### config.mk
export PLATFORM = sky130hd
export DESIGN_NAME = ssi_interlock
export DESIGN_NICKNAME = d
export VERILOG_FILES = /design/src/ssi_pkg.sv /design/src/ssi_timer_if.sv /design/src/ssi_interlock.sv /design/src/ssi_timeout.sv
export SDC_FILE = /design/constraint.sdc
export NUM_CORES = 1
export LEC_CHECK = 0
export BUFFER_PORTS_ARGS = -buffer_cell sky130_fd_sc_hd__buf_2
export CAP_MARGIN = 20
export CORE_UTILIZATION = 50
export DETAILED_ROUTE_END_ITERATION = 6
export PLACE_DENSITY_LB_ADDON = 0.1
export SYNTH_ARGS = -nofsm -noshare
export SYNTH_HDL_FRONTEND = slang
export SYNTH_SLANG_ARGS = --single-unit
### constraint.sdc
create_clock -name clk -period 3.16 [get_ports clk]
set_input_delay 0.474 -clock clk [delete_from_list [all_inputs] [get_ports clk]]
set_output_delay 0.474 -clock clk [all_outputs]
set_load 0.02 [all_outputs]
### src/ssi_pkg.sv
// Package of constants, register map and state types for the spindle safety interlock.
package ssi_pkg;

  // ==========================================================================
  // Register map
  localparam logic [3:0] SSI_ADDR_GATE_CFG   = 4'h0;
  localparam logic [3:0] SSI_ADDR_CTRL       = 4'h1;
  localparam logic [3:0] SSI_ADDR_CS_DELAY   = 4'h2;
  localparam logic [3:0] SSI_ADDR_CLAMP_DLY  = 4'h3;
  localparam logic [3:0] SSI_ADDR_STATUS     = 4'h4;
  localparam logic [3:0] SSI_ADDR_ALARM      = 4'h5;

  // ==========================================================================
  // Field positions
  localparam int SSI_GATE_EN_BIT    = 0;
  localparam int SSI_GATE_POL_BIT   = 1;
  localparam int SSI_GATE_KEEP_BIT  = 2;
  localparam int SSI_CTRL_CS_EN     = 0;
  localparam int SSI_CTRL_CLAMP_EN  = 1;

  // Alarm bit positions.
  localparam int SSI_AL_CS_TIMEOUT  = 0;
  localparam int SSI_AL_GATE_START  = 1;
  localparam int SSI_AL_CLAMP_TO    = 2;
  localparam int SSI_AL_RELEASE_TO  = 3;
  localparam int SSI_AL_START_REL   = 4;
  localparam int SSI_AL_TOOL_ROT    = 5;
  localparam int SSI_AL_NOT_MPG     = 6;
  localparam int SSI_ALARM_W        = 7;

  // ==========================================================================
  // Reset values
  localparam logic [7:0]  SSI_GATE_CFG_RST  = 8'h00;
  localparam logic [7:0]  SSI_CTRL_RST      = 8'h00;
  localparam logic [15:0] SSI_CS_DELAY_RST  = 16'h03e8;
  localparam logic [15:0] SSI_CLAMP_DLY_RST = 16'h03e8;

  // Scan tick: delays count in milliseconds of a 20 MHz clock.
  localparam int SSI_CLK_HZ       = 20000000;
  localparam int SSI_TICK_US      = 1000;
  localparam int SSI_TICK_CYCLES  = SSI_CLK_HZ / 1000000 * SSI_TICK_US;

  typedef enum logic [2:0] {
    SSI_TOOL_CLAMPED   = 3'b001,
    SSI_TOOL_RELEASING = 3'b010,
    SSI_TOOL_CLAMPING  = 3'b100
  } ssi_tool_state_t;

endpackage

### src/ssi_timer_if.sv
// Interface joining the interlock to one timeout counter.
interface ssi_timer_if;
  logic        start;
  logic        stop;
  logic [15:0] delay;
  logic        expired;
  logic        running;
  modport ctrl (output start, output stop, output delay, input expired, input running);
  modport timer (input start, input stop, input delay, output expired, output running);
endinterface
### src/ssi_interlock.sv
// Spindle safety interlock: contour axis switch, safety gate and tool clamp.
// Operation
// - Contour-to-position command sets the spindle mode switch output when enabled.
// - Contour-to-speed command clears the spindle mode switch output when enabled.
// - Either contour switch command cancels spindle rotation.
// - Missing mode feedback before contour delay expires after a contour-to-position command raises an alarm.
// - Gate enable bit turns the whole gate function on or off.
// - Polarity bit chooses whether closed gate reads high or low.
// - Open gate with function enabled shows a gate-not-closed notice.
// - Cycle start with gate open is refused and raises an alarm.
// - Gate opening while running halts execution at once.
// - Keep bit decides whether spindle and coolant shut off on gate open.
// - Restart after reclose resumes; spindle and coolant return on.
// - Missing clamp-in-position within clamp delay raises an alarm.
// - Missing release-in-position within clamp delay raises an alarm.
// - Spindle start refused with alarm while tool is released.
// - Tool release or clamp refused with alarm while spindle rotates.
// - Manual release key works only in handwheel mode, else alarm.
// - Held key keeps tool released; letting go clamps it.
// - Release command drives actuator to release, clamp command to clamp.
// - Tool clamp function works only when its enable bit is set.
//
// The address map and the plain strobed port were chosen for this implementation.
module ssi_interlock
  import ssi_pkg::*;
#(
  parameter int TICK_CYCLES = SSI_TICK_CYCLES
) (
  // Clock and reset
  input  wire logic        clk,
  input  wire logic        reset,
  // Register port
  input  wire logic [3:0]  reg_addr,
  input  wire logic [15:0] reg_wdata,
  input  wire logic        reg_write,
  input  wire logic        reg_read,
  output logic [15:0]      reg_rdata,
  // Commands and modes
  input  wire logic        contour_to_position_cmd,
  input  wire logic        contour_to_speed_cmd,
  input  wire logic        tool_release_cmd,
  input  wire logic        tool_clamp_cmd,
  input  wire logic        spindle_start_req,
  input  wire logic        spindle_stop_req,
  input  wire logic        coolant_on_req,
  input  wire logic        coolant_off_req,
  input  wire logic        cycle_start_req,
  input  wire logic        cycle_stop_req,
  input  wire logic        auto_mode,
  input  wire logic        mpg_mode,
  input  wire logic        alarm_reset,
  // Machine inputs
  input  wire logic        spindle_mode_feedback,
  input  wire logic        gate_feedback_in,
  input  wire logic        manual_release_key,
  input  wire logic        release_in_position,
  input  wire logic        clamp_in_position,
  // Outputs
  output logic             spindle_mode_switch_out,
  output logic             spindle_run_out,
  output logic             coolant_out,
  output logic             tool_release_out,
  output logic             auto_running,
  output logic             gate_open_notice,
  output logic             alarm_active
);

  // ==========================================================================
  // Registers
  logic [7:0]             safety_gate_config_reg;
  logic [7:0]             ctrl_reg;
  logic [15:0]            contour_switch_delay_reg;
  logic [15:0]            tool_clamp_delay_reg;
  logic [SSI_ALARM_W-1:0] alarm_reg;
  logic [SSI_ALARM_W-1:0] alarm_set;
  logic [15:0]            rdata_next;
  logic [15:0]            tick_cnt_reg;
  logic                   tick;
  logic                   key_prev_reg;
  logic                   was_spindle_reg;
  logic                   was_coolant_reg;
  ssi_tool_state_t        tool_state_reg;
  ssi_tool_state_t        tool_state_next;

  ssi_timer_if cs_tif ();
  ssi_timer_if tool_tif ();

  // ==========================================================================
  // Scan tick divider
  // Delays count slow ticks, so 16-bit counters span seconds.
  assign tick = (tick_cnt_reg == 16'(TICK_CYCLES - 1));
  always_ff @(posedge clk) begin
    if (reset || tick) begin
      tick_cnt_reg <= 16'h0000;
    end else begin
      tick_cnt_reg <= tick_cnt_reg + 16'h0001;
    end
  end

  // ==========================================================================
  // Register access
  // Unmapped indices ignore writes and read as zero.
  wire wr_gate  = reg_write && (reg_addr == SSI_ADDR_GATE_CFG);
  wire wr_ctrl  = reg_write && (reg_addr == SSI_ADDR_CTRL);
  wire wr_csd   = reg_write && (reg_addr == SSI_ADDR_CS_DELAY);
  wire wr_tcd   = reg_write && (reg_addr == SSI_ADDR_CLAMP_DLY);
  wire wr_alarm = reg_write && (reg_addr == SSI_ADDR_ALARM);

  wire gate_en    = safety_gate_config_reg[SSI_GATE_EN_BIT];
  wire keep_sc    = safety_gate_config_reg[SSI_GATE_KEEP_BIT];
  wire cs_en      = ctrl_reg[SSI_CTRL_CS_EN];
  wire clamp_en   = ctrl_reg[SSI_CTRL_CLAMP_EN];
  wire gate_closed = gate_feedback_in == safety_gate_config_reg[SSI_GATE_POL_BIT];
  wire gate_open   = gate_en && !gate_closed;

  // Status is a live snapshot; bit 0 is high while the tool is clamped.
  wire [15:0] status_word = {8'h00,
                             spindle_mode_feedback,
                             tool_release_out,
                             gate_open_notice,
                             auto_running,
                             coolant_out,
                             spindle_run_out,
                             spindle_mode_switch_out,
                             tool_state_reg[0]};

  always_comb begin
    case (reg_addr)
      SSI_ADDR_GATE_CFG:  rdata_next = {8'h00, safety_gate_config_reg};
      SSI_ADDR_CTRL:      rdata_next = {8'h00, ctrl_reg};
      SSI_ADDR_CS_DELAY:  rdata_next = contour_switch_delay_reg;
      SSI_ADDR_CLAMP_DLY: rdata_next = tool_clamp_delay_reg;
      SSI_ADDR_STATUS:    rdata_next = status_word;
      SSI_ADDR_ALARM:     rdata_next = {{(16 - SSI_ALARM_W){1'b0}}, alarm_reg};
      default:            rdata_next = 16'h0000;
    endcase
  end

  always_ff @(posedge clk) begin
    if (reset) begin
      safety_gate_config_reg   <= SSI_GATE_CFG_RST;
      ctrl_reg                 <= SSI_CTRL_RST;
      contour_switch_delay_reg <= SSI_CS_DELAY_RST;
      tool_clamp_delay_reg     <= SSI_CLAMP_DLY_RST;
      reg_rdata                <= 16'h0000;
    end else begin
      if (wr_gate) safety_gate_config_reg <= reg_wdata[7:0];
      if (wr_ctrl) ctrl_reg <= reg_wdata[7:0];
      if (wr_csd) contour_switch_delay_reg <= reg_wdata;
      if (wr_tcd) tool_clamp_delay_reg <= reg_wdata;
      // Read data stand for one cycle only, then fall back to zero.
      reg_rdata <= reg_read ? rdata_next : 16'h0000;
    end
  end

  // ==========================================================================
  // Contour axis switching
  wire cs_pos_go   = cs_en && contour_to_position_cmd;
  wire cs_speed_go = cs_en && contour_to_speed_cmd;

  // A repeated position command does not restart the timer.
  // contour timeout
  assign cs_tif.start = cs_pos_go && !spindle_mode_switch_out;
  assign cs_tif.stop  = spindle_mode_feedback || cs_speed_go;
  assign cs_tif.delay = contour_switch_delay_reg;

  ssi_timeout u_cs_timeout (
    .clk   (clk),
    .reset (reset),
    .tick  (tick),
    .tif   (cs_tif)
  );

  always_ff @(posedge clk) begin
    if (reset) begin
      spindle_mode_switch_out <= 1'b0;
    end else if (cs_pos_go) begin
      spindle_mode_switch_out <= 1'b1;
    end else if (cs_speed_go) begin
      spindle_mode_switch_out <= 1'b0;
    end
  end

  // ==========================================================================
  // Tool release and clamp
  wire spin          = spindle_run_out;
  // Rotation and wrong-mode alarms lock the tool out until cleared.
  wire tool_active   = clamp_en && !alarm_reg[SSI_AL_TOOL_ROT] && !alarm_reg[SSI_AL_NOT_MPG];
  // The last key level resets low, its idle level, so no false edge follows reset.
  wire key_edge      = manual_release_key != key_prev_reg;
  wire key_ok        = key_edge && mpg_mode;
  wire rel_req       = tool_release_cmd || (key_ok && manual_release_key);
  wire clp_req       = tool_clamp_cmd || (key_ok && !manual_release_key);
  wire tool_refuse   = clamp_en && (tool_release_cmd || tool_clamp_cmd || key_ok) && spin;
  wire do_release    = tool_active && rel_req && !spin;
  wire do_clamp      = tool_active && clp_req && !spin && tool_state_reg != SSI_TOOL_CLAMPED;
  wire tool_released = tool_state_reg != SSI_TOOL_CLAMPED;
  wire tool_go       = do_release || do_clamp;

  // A release may cut a clamp stroke short; a clamp needs an unclamped tool.
  always_comb begin
    tool_state_next = tool_state_reg;
    case (tool_state_reg)
      SSI_TOOL_CLAMPED:   if (do_release) tool_state_next = SSI_TOOL_RELEASING;
      SSI_TOOL_RELEASING: if (do_clamp) tool_state_next = SSI_TOOL_CLAMPING;
      SSI_TOOL_CLAMPING: begin
        if (do_release) begin
          tool_state_next = SSI_TOOL_RELEASING;
        end else if (clamp_in_position) begin
          tool_state_next = SSI_TOOL_CLAMPED;
        end
      end
      default:            tool_state_next = SSI_TOOL_CLAMPED;
    endcase
  end

  // release and clamp timeout
  // A new stroke outranks the end switch of the old one, so its timer always starts.
  assign tool_tif.start = tool_go;
  assign tool_tif.stop  = !clamp_en || (!tool_go &&
                          ((tool_state_reg == SSI_TOOL_RELEASING && release_in_position) ||
                           (tool_state_reg == SSI_TOOL_CLAMPING && clamp_in_position)));
  assign tool_tif.delay = tool_clamp_delay_reg;

  ssi_timeout u_tool_timeout (
    .clk   (clk),
    .reset (reset),
    .tick  (tick),
    .tif   (tool_tif)
  );

  always_ff @(posedge clk) begin
    if (reset) begin
      tool_state_reg   <= SSI_TOOL_CLAMPED;
      tool_release_out <= 1'b0;
      key_prev_reg     <= 1'b0;
    end else begin
      key_prev_reg     <= manual_release_key;
      tool_state_reg   <= tool_state_next;
      tool_release_out <= (tool_state_next == SSI_TOOL_RELEASING);
    end
  end

  // ==========================================================================
  // Safety gate, spindle, coolant and automatic running
  // Spindle and coolant are remembered only when the gate shuts them,
  // so a restart brings back what was lost and nothing more.
  // start refused
  wire start_refused = auto_mode && cycle_start_req && (gate_open || alarm_reg[SSI_AL_GATE_START]);
  // The start is held off only while the tool function is enabled.
  // start while released
  wire spin_refused  = spindle_start_req && clamp_en && tool_released;
  wire gate_trip     = gate_open && auto_running;
  wire gate_shut     = gate_trip && !keep_sc;
  wire restart_ok    = auto_mode && cycle_start_req && !start_refused;

  always_ff @(posedge clk) begin
    if (reset) begin
      auto_running     <= 1'b0;
      spindle_run_out  <= 1'b0;
      coolant_out      <= 1'b0;
      gate_open_notice <= 1'b0;
      was_spindle_reg  <= 1'b0;
      was_coolant_reg  <= 1'b0;
    end else begin
      gate_open_notice <= gate_open;
      if (gate_trip || cycle_stop_req || !auto_mode) begin
        auto_running <= 1'b0;
      end else if (restart_ok) begin
        auto_running <= 1'b1;
      end
      if (gate_shut) begin
        was_spindle_reg <= spindle_run_out;
        was_coolant_reg <= coolant_out;
      end
      if (contour_to_position_cmd || contour_to_speed_cmd || gate_shut || spindle_stop_req) begin
        spindle_run_out <= 1'b0;
      end else if (spindle_start_req && !spin_refused) begin
        spindle_run_out <= 1'b1;
      end else if (restart_ok && was_spindle_reg) begin
        spindle_run_out <= 1'b1;
      end
      if (gate_shut || coolant_off_req) begin
        coolant_out <= 1'b0;
      end else if (coolant_on_req || (restart_ok && was_coolant_reg)) begin
        coolant_out <= 1'b1;
      end
      if (restart_ok) begin
        was_spindle_reg <= 1'b0;
        was_coolant_reg <= 1'b0;
      end
    end
  end

  // ==========================================================================
  // Alarms
  // Each bit is a one-cycle set request; the latch below holds it.
  always_comb begin
    alarm_set                    = '0;
    alarm_set[SSI_AL_CS_TIMEOUT] = cs_tif.expired;
    alarm_set[SSI_AL_GATE_START] = start_refused && gate_open;
    alarm_set[SSI_AL_CLAMP_TO]   = tool_tif.expired && tool_state_reg == SSI_TOOL_CLAMPING;
    alarm_set[SSI_AL_RELEASE_TO] = tool_tif.expired && tool_state_reg == SSI_TOOL_RELEASING;
    alarm_set[SSI_AL_START_REL]  = spin_refused;
    alarm_set[SSI_AL_TOOL_ROT]   = tool_refuse;
    alarm_set[SSI_AL_NOT_MPG]    = clamp_en && key_edge && !mpg_mode;
  end

  // The operator key clears every alarm, a register write the bits set in it.
  wire [SSI_ALARM_W-1:0] alarm_clr  = alarm_reset ? {SSI_ALARM_W{1'b1}} :
                                      (wr_alarm ? reg_wdata[SSI_ALARM_W-1:0] :
                                       {SSI_ALARM_W{1'b0}});
  // A new event wins over a clear in the same cycle.
  wire [SSI_ALARM_W-1:0] alarm_next = alarm_set | (alarm_reg & ~alarm_clr);

  always_ff @(posedge clk) begin
    if (reset) begin
      alarm_reg    <= '0;
      alarm_active <= 1'b0;
    end else begin
      alarm_reg    <= alarm_next;
      alarm_active <= |alarm_next;
    end
  end

endmodule // ssi_interlock

### src/ssi_timeout.sv
// Loadable down counter that flags a timeout in scan ticks.
module ssi_timeout (
  // Clock and reset
  input  wire logic   clk,
  input  wire logic   reset,
  input  wire logic   tick,
  // Control
  ssi_timer_if.timer  tif
);

  logic [15:0] count_reg;
  logic        run_reg;
  logic        exp_reg;

  assign tif.expired = exp_reg;
  assign tif.running = run_reg;

  always_ff @(posedge clk) begin
    if (reset || tif.stop) begin
      count_reg <= 16'h0000;
      run_reg   <= 1'b0;
      exp_reg   <= 1'b0;
    end else if (tif.start) begin
      count_reg <= tif.delay;
      run_reg   <= 1'b1;
      exp_reg   <= 1'b0;
    end else if (run_reg && tick) begin
      if (count_reg == 16'h0000) begin
        run_reg <= 1'b0;
        exp_reg <= 1'b1;
      end else begin
        count_reg <= count_reg - 16'h0001;
      end
    end else begin
      exp_reg <= 1'b0;
    end
  end

endmodule // ssi_timeout

==> results of run 1 <==
[layout by cell type, fill, tap and decap left out, types with 7 or more instances in the layout]
cell       instances
buf_4             10
xnor2_1           15
a22oi_1           17
buf_2             64
a21oi_1           59
nor2_1            96
nand3_1           35
nor3_1            11
dfxtp_1          136
nor4_1            11
clkbuf_16         17
nand2_1          116
or3_1              7
nand3b_1          13
nor3b_1            7
xor2_1            27
a211oi_1          31
inv_1             12
[metrics by stage]
stage / power [uW] / utilization (%) / worst slack [ns]
after floorplan: 1870 / - / 0.945
after global placement: 1940 / 55.7 / 0.788
after detailed placement: 1940 / 55.7 / 0.707
after CTS: 3730 / 60.3 / 0.694
after global routing: 3830 / 60.3 / 0.471
final: 3710 / 60.3 / 0.677
[logic make-up (layout without fill, tap and decap cells)]
family | after synthesis | after routing | synth area share (%)
compound gates | 151 | 151 | 17.0
mux | 6 | 6 | 1.01
buf+inv | 55 | 117 | 3.98
flops | 136 | 136 | 44.9
simple gates | 337 | 337 | 26.5
xor+xnor | 42 | 42 | 6.06
fa+ha+maj | 3 | 3 | 0.618
[worst max-delay path by stage]
stage / startpoint / end / slack (ns) / cells past startpoint
finish: u_cs_timeout.count_reg[0] / u_cs_timeout.count_reg[15] / 0.68 / 8
detailed placement: u_cs_timeout.count_reg[0] / u_cs_timeout.count_reg[15] / 0.71 / 8
floorplan: u_cs_timeout.count_reg[0] / u_cs_timeout.count_reg[13] / 0.95 / 8
global route: u_cs_timeout.count_reg[0] / u_cs_timeout.count_reg[15] / 0.47 / 8
CTS: u_cs_timeout.count_reg[0] / u_cs_timeout.count_reg[15] / 0.69 / 8
global placement: u_cs_timeout.count_reg[0] / u_cs_timeout.count_reg[13] / 0.79 / 8
[final cells by class]
cell class | count | area, sq um | area share, %
multi-input combinational | 539 | 3120 | 44.6
timing repair buffer | 74 | 395 | 5.64
tap | 143 | 179 | 2.55
clock buffer | 29 | 531 | 7.57
clock inverter | 2 | 10.0 | 0.143
sequential | 136 | 2720 | 38.9
inverter | 12 | 45.0 | 0.643
[worst reg2reg max path: cells and delay by family, from the launching register on]
kind,cells,cell delay [ns]
adders and majority gates,1,0.19
and+or+nand+nor,3,0.95
buffers and inverters,1,0.07
xor gates and xnor gates,1,0.16
AOI/OAI and AO/OA,2,0.68
DFF,1,0.34
[power groups by stage]
stage	Clock [uW]	Sequential, uW	Combinational, uW
after floorplan	0	1780	85.3
after global placement	0	1780	155
after detailed placement	0	1780	158
after CTS	1820	1750	158
after global routing	1910	1750	174
final	1800	1750	160
[per-layer routing]
metal	track usage [%]	wire [um]	share of wire, %
met5	0	0	0
met3	6.37	905	5.8
met1	33.7	7100	45
met2	41.3	7300	47
met4	11.6	356	2.3
==> results.json, run 1 <==
{
  "status": "complete, but fails checks",
  "violations": "design-rule violations",
  "path_class": "reg -> reg",
  "worst_pin_slew_ns": 0.782,
  "cts-resized-gates": 0,
  "portBuffers": 64,
  "finalWirelength_um": 15700,
  "drive_gt1_share_pct": 15.2,
  "r2r_cells": 8,
  "ctsHtreeMaxLevel": 4,
  "period_share_pct": 78.6,
  "place_area_sq_mm": 0.00646,
  "p_sw_share_pct": 21.6,
  "slew_headroom_pct": 47.7,
  "synthToLayoutAreaGrowth_pct": 15.4,
  "synth_nets": 775,
  "antenna_found_initial": 0,
  "max_stage_delay_ns": 0.46,
  "hold_violations": 0,
  "r2r_slack_ns": 0.68,
  "yosysMostFrequentCell": "dfxtp_1",
  "wl_per_cell_um": 16.8,
  "ys_seq_area_share_pct": 44.9,
  "drc": 2,
  "place_congestion": 0.923,
  "die_height_um": 112,
  "cts.sinks": 136,
  "p_per_area_mw_per_mm2": 529,
  "leakagePower_uw": 0.00263,
  "finClkSkew_ns": 0.00604,
  "synthTopCellsByCount": "dfxtp_1 (136), nand2_1 (116), nor2_1 (96), a21oi_1 (59), clkbuf_1 (37)",
  "crit_slowest_cell": "o2111ai_1",
  "syn-cell-area_sq_mm": 0.00607,
  "dr.first_iter.drc_count": 529,
  "max-cap-violations": 0,
  "async_flop_share_pct": 0,
  "die_w_um": 112,
  "fp-row-count": 39,
  "arrival_ns": 2.81,
  "synth_edf_count": 0,
  "fillers": 1047,
  "cts-hold-fix-buffers": 0,
  "grt_max_degree": 46,
  "min-delay-path-class": "in -> reg",
  "path_delay_family": "simple AND/OR/NAND/NOR gates",
  "setup_viol": 0,
  "ys_ff_latch": 136,
  "fin_nets": 825,
  "rsz0062_at_grt": "no",
  "clk_path_buf_depth": 2,
  "numCtsBuffers": 17,
  "synth_area_leaders": "dfxtp_1 (45%), nand2_1 (7.2%), nor2_1 (5.9%)",
  "fin_tns_setup_ns": 0,
  "root_buffer": "clkbuf_16",
  "vias": 5439,
  "required_ns": 3.49,
  "stdcell_area_sq_mm": 0.00701,
  "ir_drop_mv": 0.307,
  "insertion_delay_ns": 0.42,
  "whs_path_depth": 2,
  "clk_pin_slew_worst_paths_ns": 0.05,
  "hold_start": "cycle_stop_req",
  "ant_nets": 0,
  "synth_top_area_share_pct": 44.9,
  "instances_no_fill": 935,
  "synth_area_leader_cell": "dfxtp_1",
  "ys.flop_type": "dfxtp_1",
  "avgSynthCellArea_sq_um": 8.31,
  "drt_pass1_iterations": 7,
  "fin_hold_ws_ns": 0.215,
  "p_int_uw": 2910,
  "coreArea_sq_mm": 0.0116,
  "start_util_pct": 52.3,
  "die_area_sq_mm": 0.0126,
  "netlist-cell-type-count": 60,
  "grt_overflow": 0,
  "cts_setup_buffers": 0,
  "clkPwrFrac_pct": 48.6,
  "cts_tree": "done",
  "slew_viol_final": 0,
  "first_global_vias": 5053,
  "ys_warn_count": 0,
  "power_frac_seq_pct": 47.1,
  "end_kind": "flip-flop",
  "post_drt_via_cell_ratio": 5.82,
  "placed_cells": 904,
  "grt_pass1_wl_um": 25600,
  "min_period_ns": 2.48,
  "crit_fanout": 5,
  "cp-start-kind": "flip-flop",
  "crit-reg2reg-capture": "u_cs_timeout.count_reg[15]",
  "netlist_instances": 730,
  "combPwrFrac_pct": 4.3,
  "p_sw_uw": 800,
  "io_pins": 65,
  "grtUsageTotal_pct": 26.0,
  "r2r-start": "u_cs_timeout.count_reg[0]",
  "dp_hpwl_um": 11100,
  "min_to": "auto_running",
  "cp_cell_sequence": "inv_1 -> ha_1 -> or4b_1 -> or3_1 -> o2111ai_1 -> nor3_1 -> xnor2_1 -> a211oi_1",
  "fmax_mhz": 403,
  "cp.buffers_inverters": 1,
  "diodes": 0
}
No activity file was read; power rests on OpenSTA's default activity.
==> run 2, diff against run 1 <==
clock period = 2.3 ns   (was 3.16 ns; I/O delays follow)
==> results.json, run 2 (synthesis results as in run 1) <==
{
  "clkPwrFrac_pct": 51.5,
  "min_to": "coolant_out",
  "dr.first_iter.drc_count": 506,
  "crit-reg2reg-capture": "u_tool_timeout.count_reg[4]",
  "drive_gt1_share_pct": 19.6,
  "required_ns": 2.62,
  "start_util_pct": 52.3,
  "grt_pass1_wl_um": 25900,
  "fillers": 1014,
  "cts-hold-fix-buffers": 0,
  "die_height_um": 112,
  "die_area_sq_mm": 0.0126,
  "fp-row-count": 39,
  "ir_drop_mv": 0.743,
  "insertion_delay_ns": 0.42,
  "drt_pass1_iterations": 7,
  "clk_pin_slew_worst_paths_ns": 0.06,
  "multi_input_area_sq_mm": 0.00317,
  "drc": 2,
  "total_power_uw": 5420,
  "dp_hpwl_um": 11700,
  "fin_hold_ws_ns": 0.0854,
  "wl_per_cell_um": 16.9,
  "max-cap-violations": 0,
  "ctsHtreeMaxLevel": 4,
  "fin_ws_ns": 0.0632,
  "leakagePower_uw": 0.00283,
  "violations": "design-rule violations",
  "cpMostUsedCell": "or4_4",
  "ant_nets": 0,
  "p_sw_share_pct": 20.9,
  "p_sw_uw": 1130,
  "power_frac_seq_pct": 44.3,
  "r2r_slack_ns": 0.06,
  "post_drt_via_cell_ratio": 5.83,
  "clk_path_buf_depth": 2,
  "grt_max_degree": 35,
  "root_buffer": "clkbuf_16",
  "cts.sinks": 136,
  "fin_tns_setup_ns": 0,
  "slew_headroom_pct": 48.7,
  "arrival_ns": 2.56,
  "cp-start-kind": "flip-flop",
  "stdcell_area_sq_mm": 0.00735,
  "setup_viol": 0,
  "finalWirelength_um": 16300,
  "synthToLayoutAreaGrowth_pct": 21.0,
  "numCtsBuffers": 17,
  "max_stage_delay_ns": 0.55,
  "slew_viol_final": 0,
  "die_w_um": 112,
  "place_congestion": 0.892,
  "io_pins": 65,
  "path_class": "reg -> reg",
  "worst_pin_slew_ns": 0.768,
  "status": "complete, but fails checks",
  "pre_cts_ws_ns": -0.0325,
  "fin_nets": 853,
  "combPwrFrac_pct": 4.3,
  "diodes": 0,
  "fmax_mhz": 447,
  "cp_cell_sequence": "or4_4 -> or4_4 -> o311a_4 -> nand3_1 -> xor2_1 -> a211oi_1",
  "final_cell_mix": "dfxtp_1 (136), nand2_1 (116), nor2_1 (96)",
  "place_area_sq_mm": 0.00668,
  "r2r_cells": 6,
  "crit_fanout": 5,
  "p_int_uw": 4290,
  "min_period_ns": 2.24,
  "grtUsageTotal_pct": 26.4,
  "r2r-start": "u_tool_timeout.count_reg[8]",
  "coreArea_sq_mm": 0.0116,
  "p_per_area_mw_per_mm2": 738,
  "seq_area_sq_mm": 0.00272,
  "crit_slowest_cell": "or4_4",
  "portBuffers": 64,
  "end_kind": "flip-flop",
  "hold_start": "coolant_off_req",
  "cts_tree": "done",
  "vias": 5612,
  "final_common_cell": "dfxtp_1",
  "first_global_vias": 5228,
  "hold_violations": 0,
  "min-delay-path-class": "in -> reg",
  "finClkSkew_ns": 0.00733,
  "antenna_found_initial": 0,
  "period_share_pct": 97.3,
  "whs_path_depth": 2,
  "grt_overflow": 0
}
## run 2: cell count changes in the layout (fill, tap and decap cells not counted), sizes merged
cell and delta:
clkbuf -7, buf +28, clkinv +4, bufinv +3
## run 2: per-layer routing
layer  track usage [%]  share of wire [%]  vias up
met3              7.51                6.2       38
met1              33.0                 45     2631
met4              11.7                2.9        0
li1                  -                  -     2748
met5                 0                  0        -
met2              42.5                 46      195
## run 2: cell type report
type / instances / share of cell area, %
Clock buffer: 22 / 6.73
Clock inverter: 9 / 1.63
Inverter: 12 / 0.613
Multi-Input combinational cell: 539 / 43.1
Sequential cell: 136 / 37.1
Tap cell: 143 / 2.44
Timing Repair Buffer: 102 / 8.41
## run 2: critical path, delay by kind of cell, from the launching register on
family / cells / cell delay (ns)
XOR/XNOR: 1 / 0.07
flip-flops: 1 / 0.34
AND/OR/NAND/NOR: 3 / 1.15
AO/OA/AOI/OAI: 2 / 0.59
## run 2: worst max path at each step
stage                                      from                           to  slack [ns]
floorplan             u_cs_timeout.count_reg[0]   u_cs_timeout.count_reg[13]        0.09
global placement      u_cs_timeout.count_reg[1]   u_cs_timeout.count_reg[14]        0.08
detailed placement  u_tool_timeout.count_reg[8]  u_tool_timeout.count_reg[4]       -0.03
CTS                 u_tool_timeout.count_reg[8]  u_tool_timeout.count_reg[8]       0.005
global route          u_cs_timeout.count_reg[5]   u_cs_timeout.count_reg[14]       -0.03
finish              u_tool_timeout.count_reg[8]  u_tool_timeout.count_reg[4]        0.06
## run 2: metrics by stage
stage | instances | util [%]
after floorplan | 730 | -
final | 963 | 63.3
after global routing | 963 | 63.3
after CTS | 962 | 62.8
after detailed placement | 931 | 57.5
after global placement | 931 | 57.5
## run 2: timing repair
action	4_1_cts	5_1_grt
setup buffers	0	1
setup endpoints to repair	2	14
resized for setup	1	8
pin swaps	2	1
hold endpoints to repair	0	0
## run 2: power groups by stage
stage               Combinational (uW)  Sequential, uW  Clock [uW]
detailed placement                 228            2450           0
finish                             233            2400        2790
global placement                   223            2450           0
floorplan                          117            2450           0
CTS                                229            2400        2840
global route                       251            2400        2940
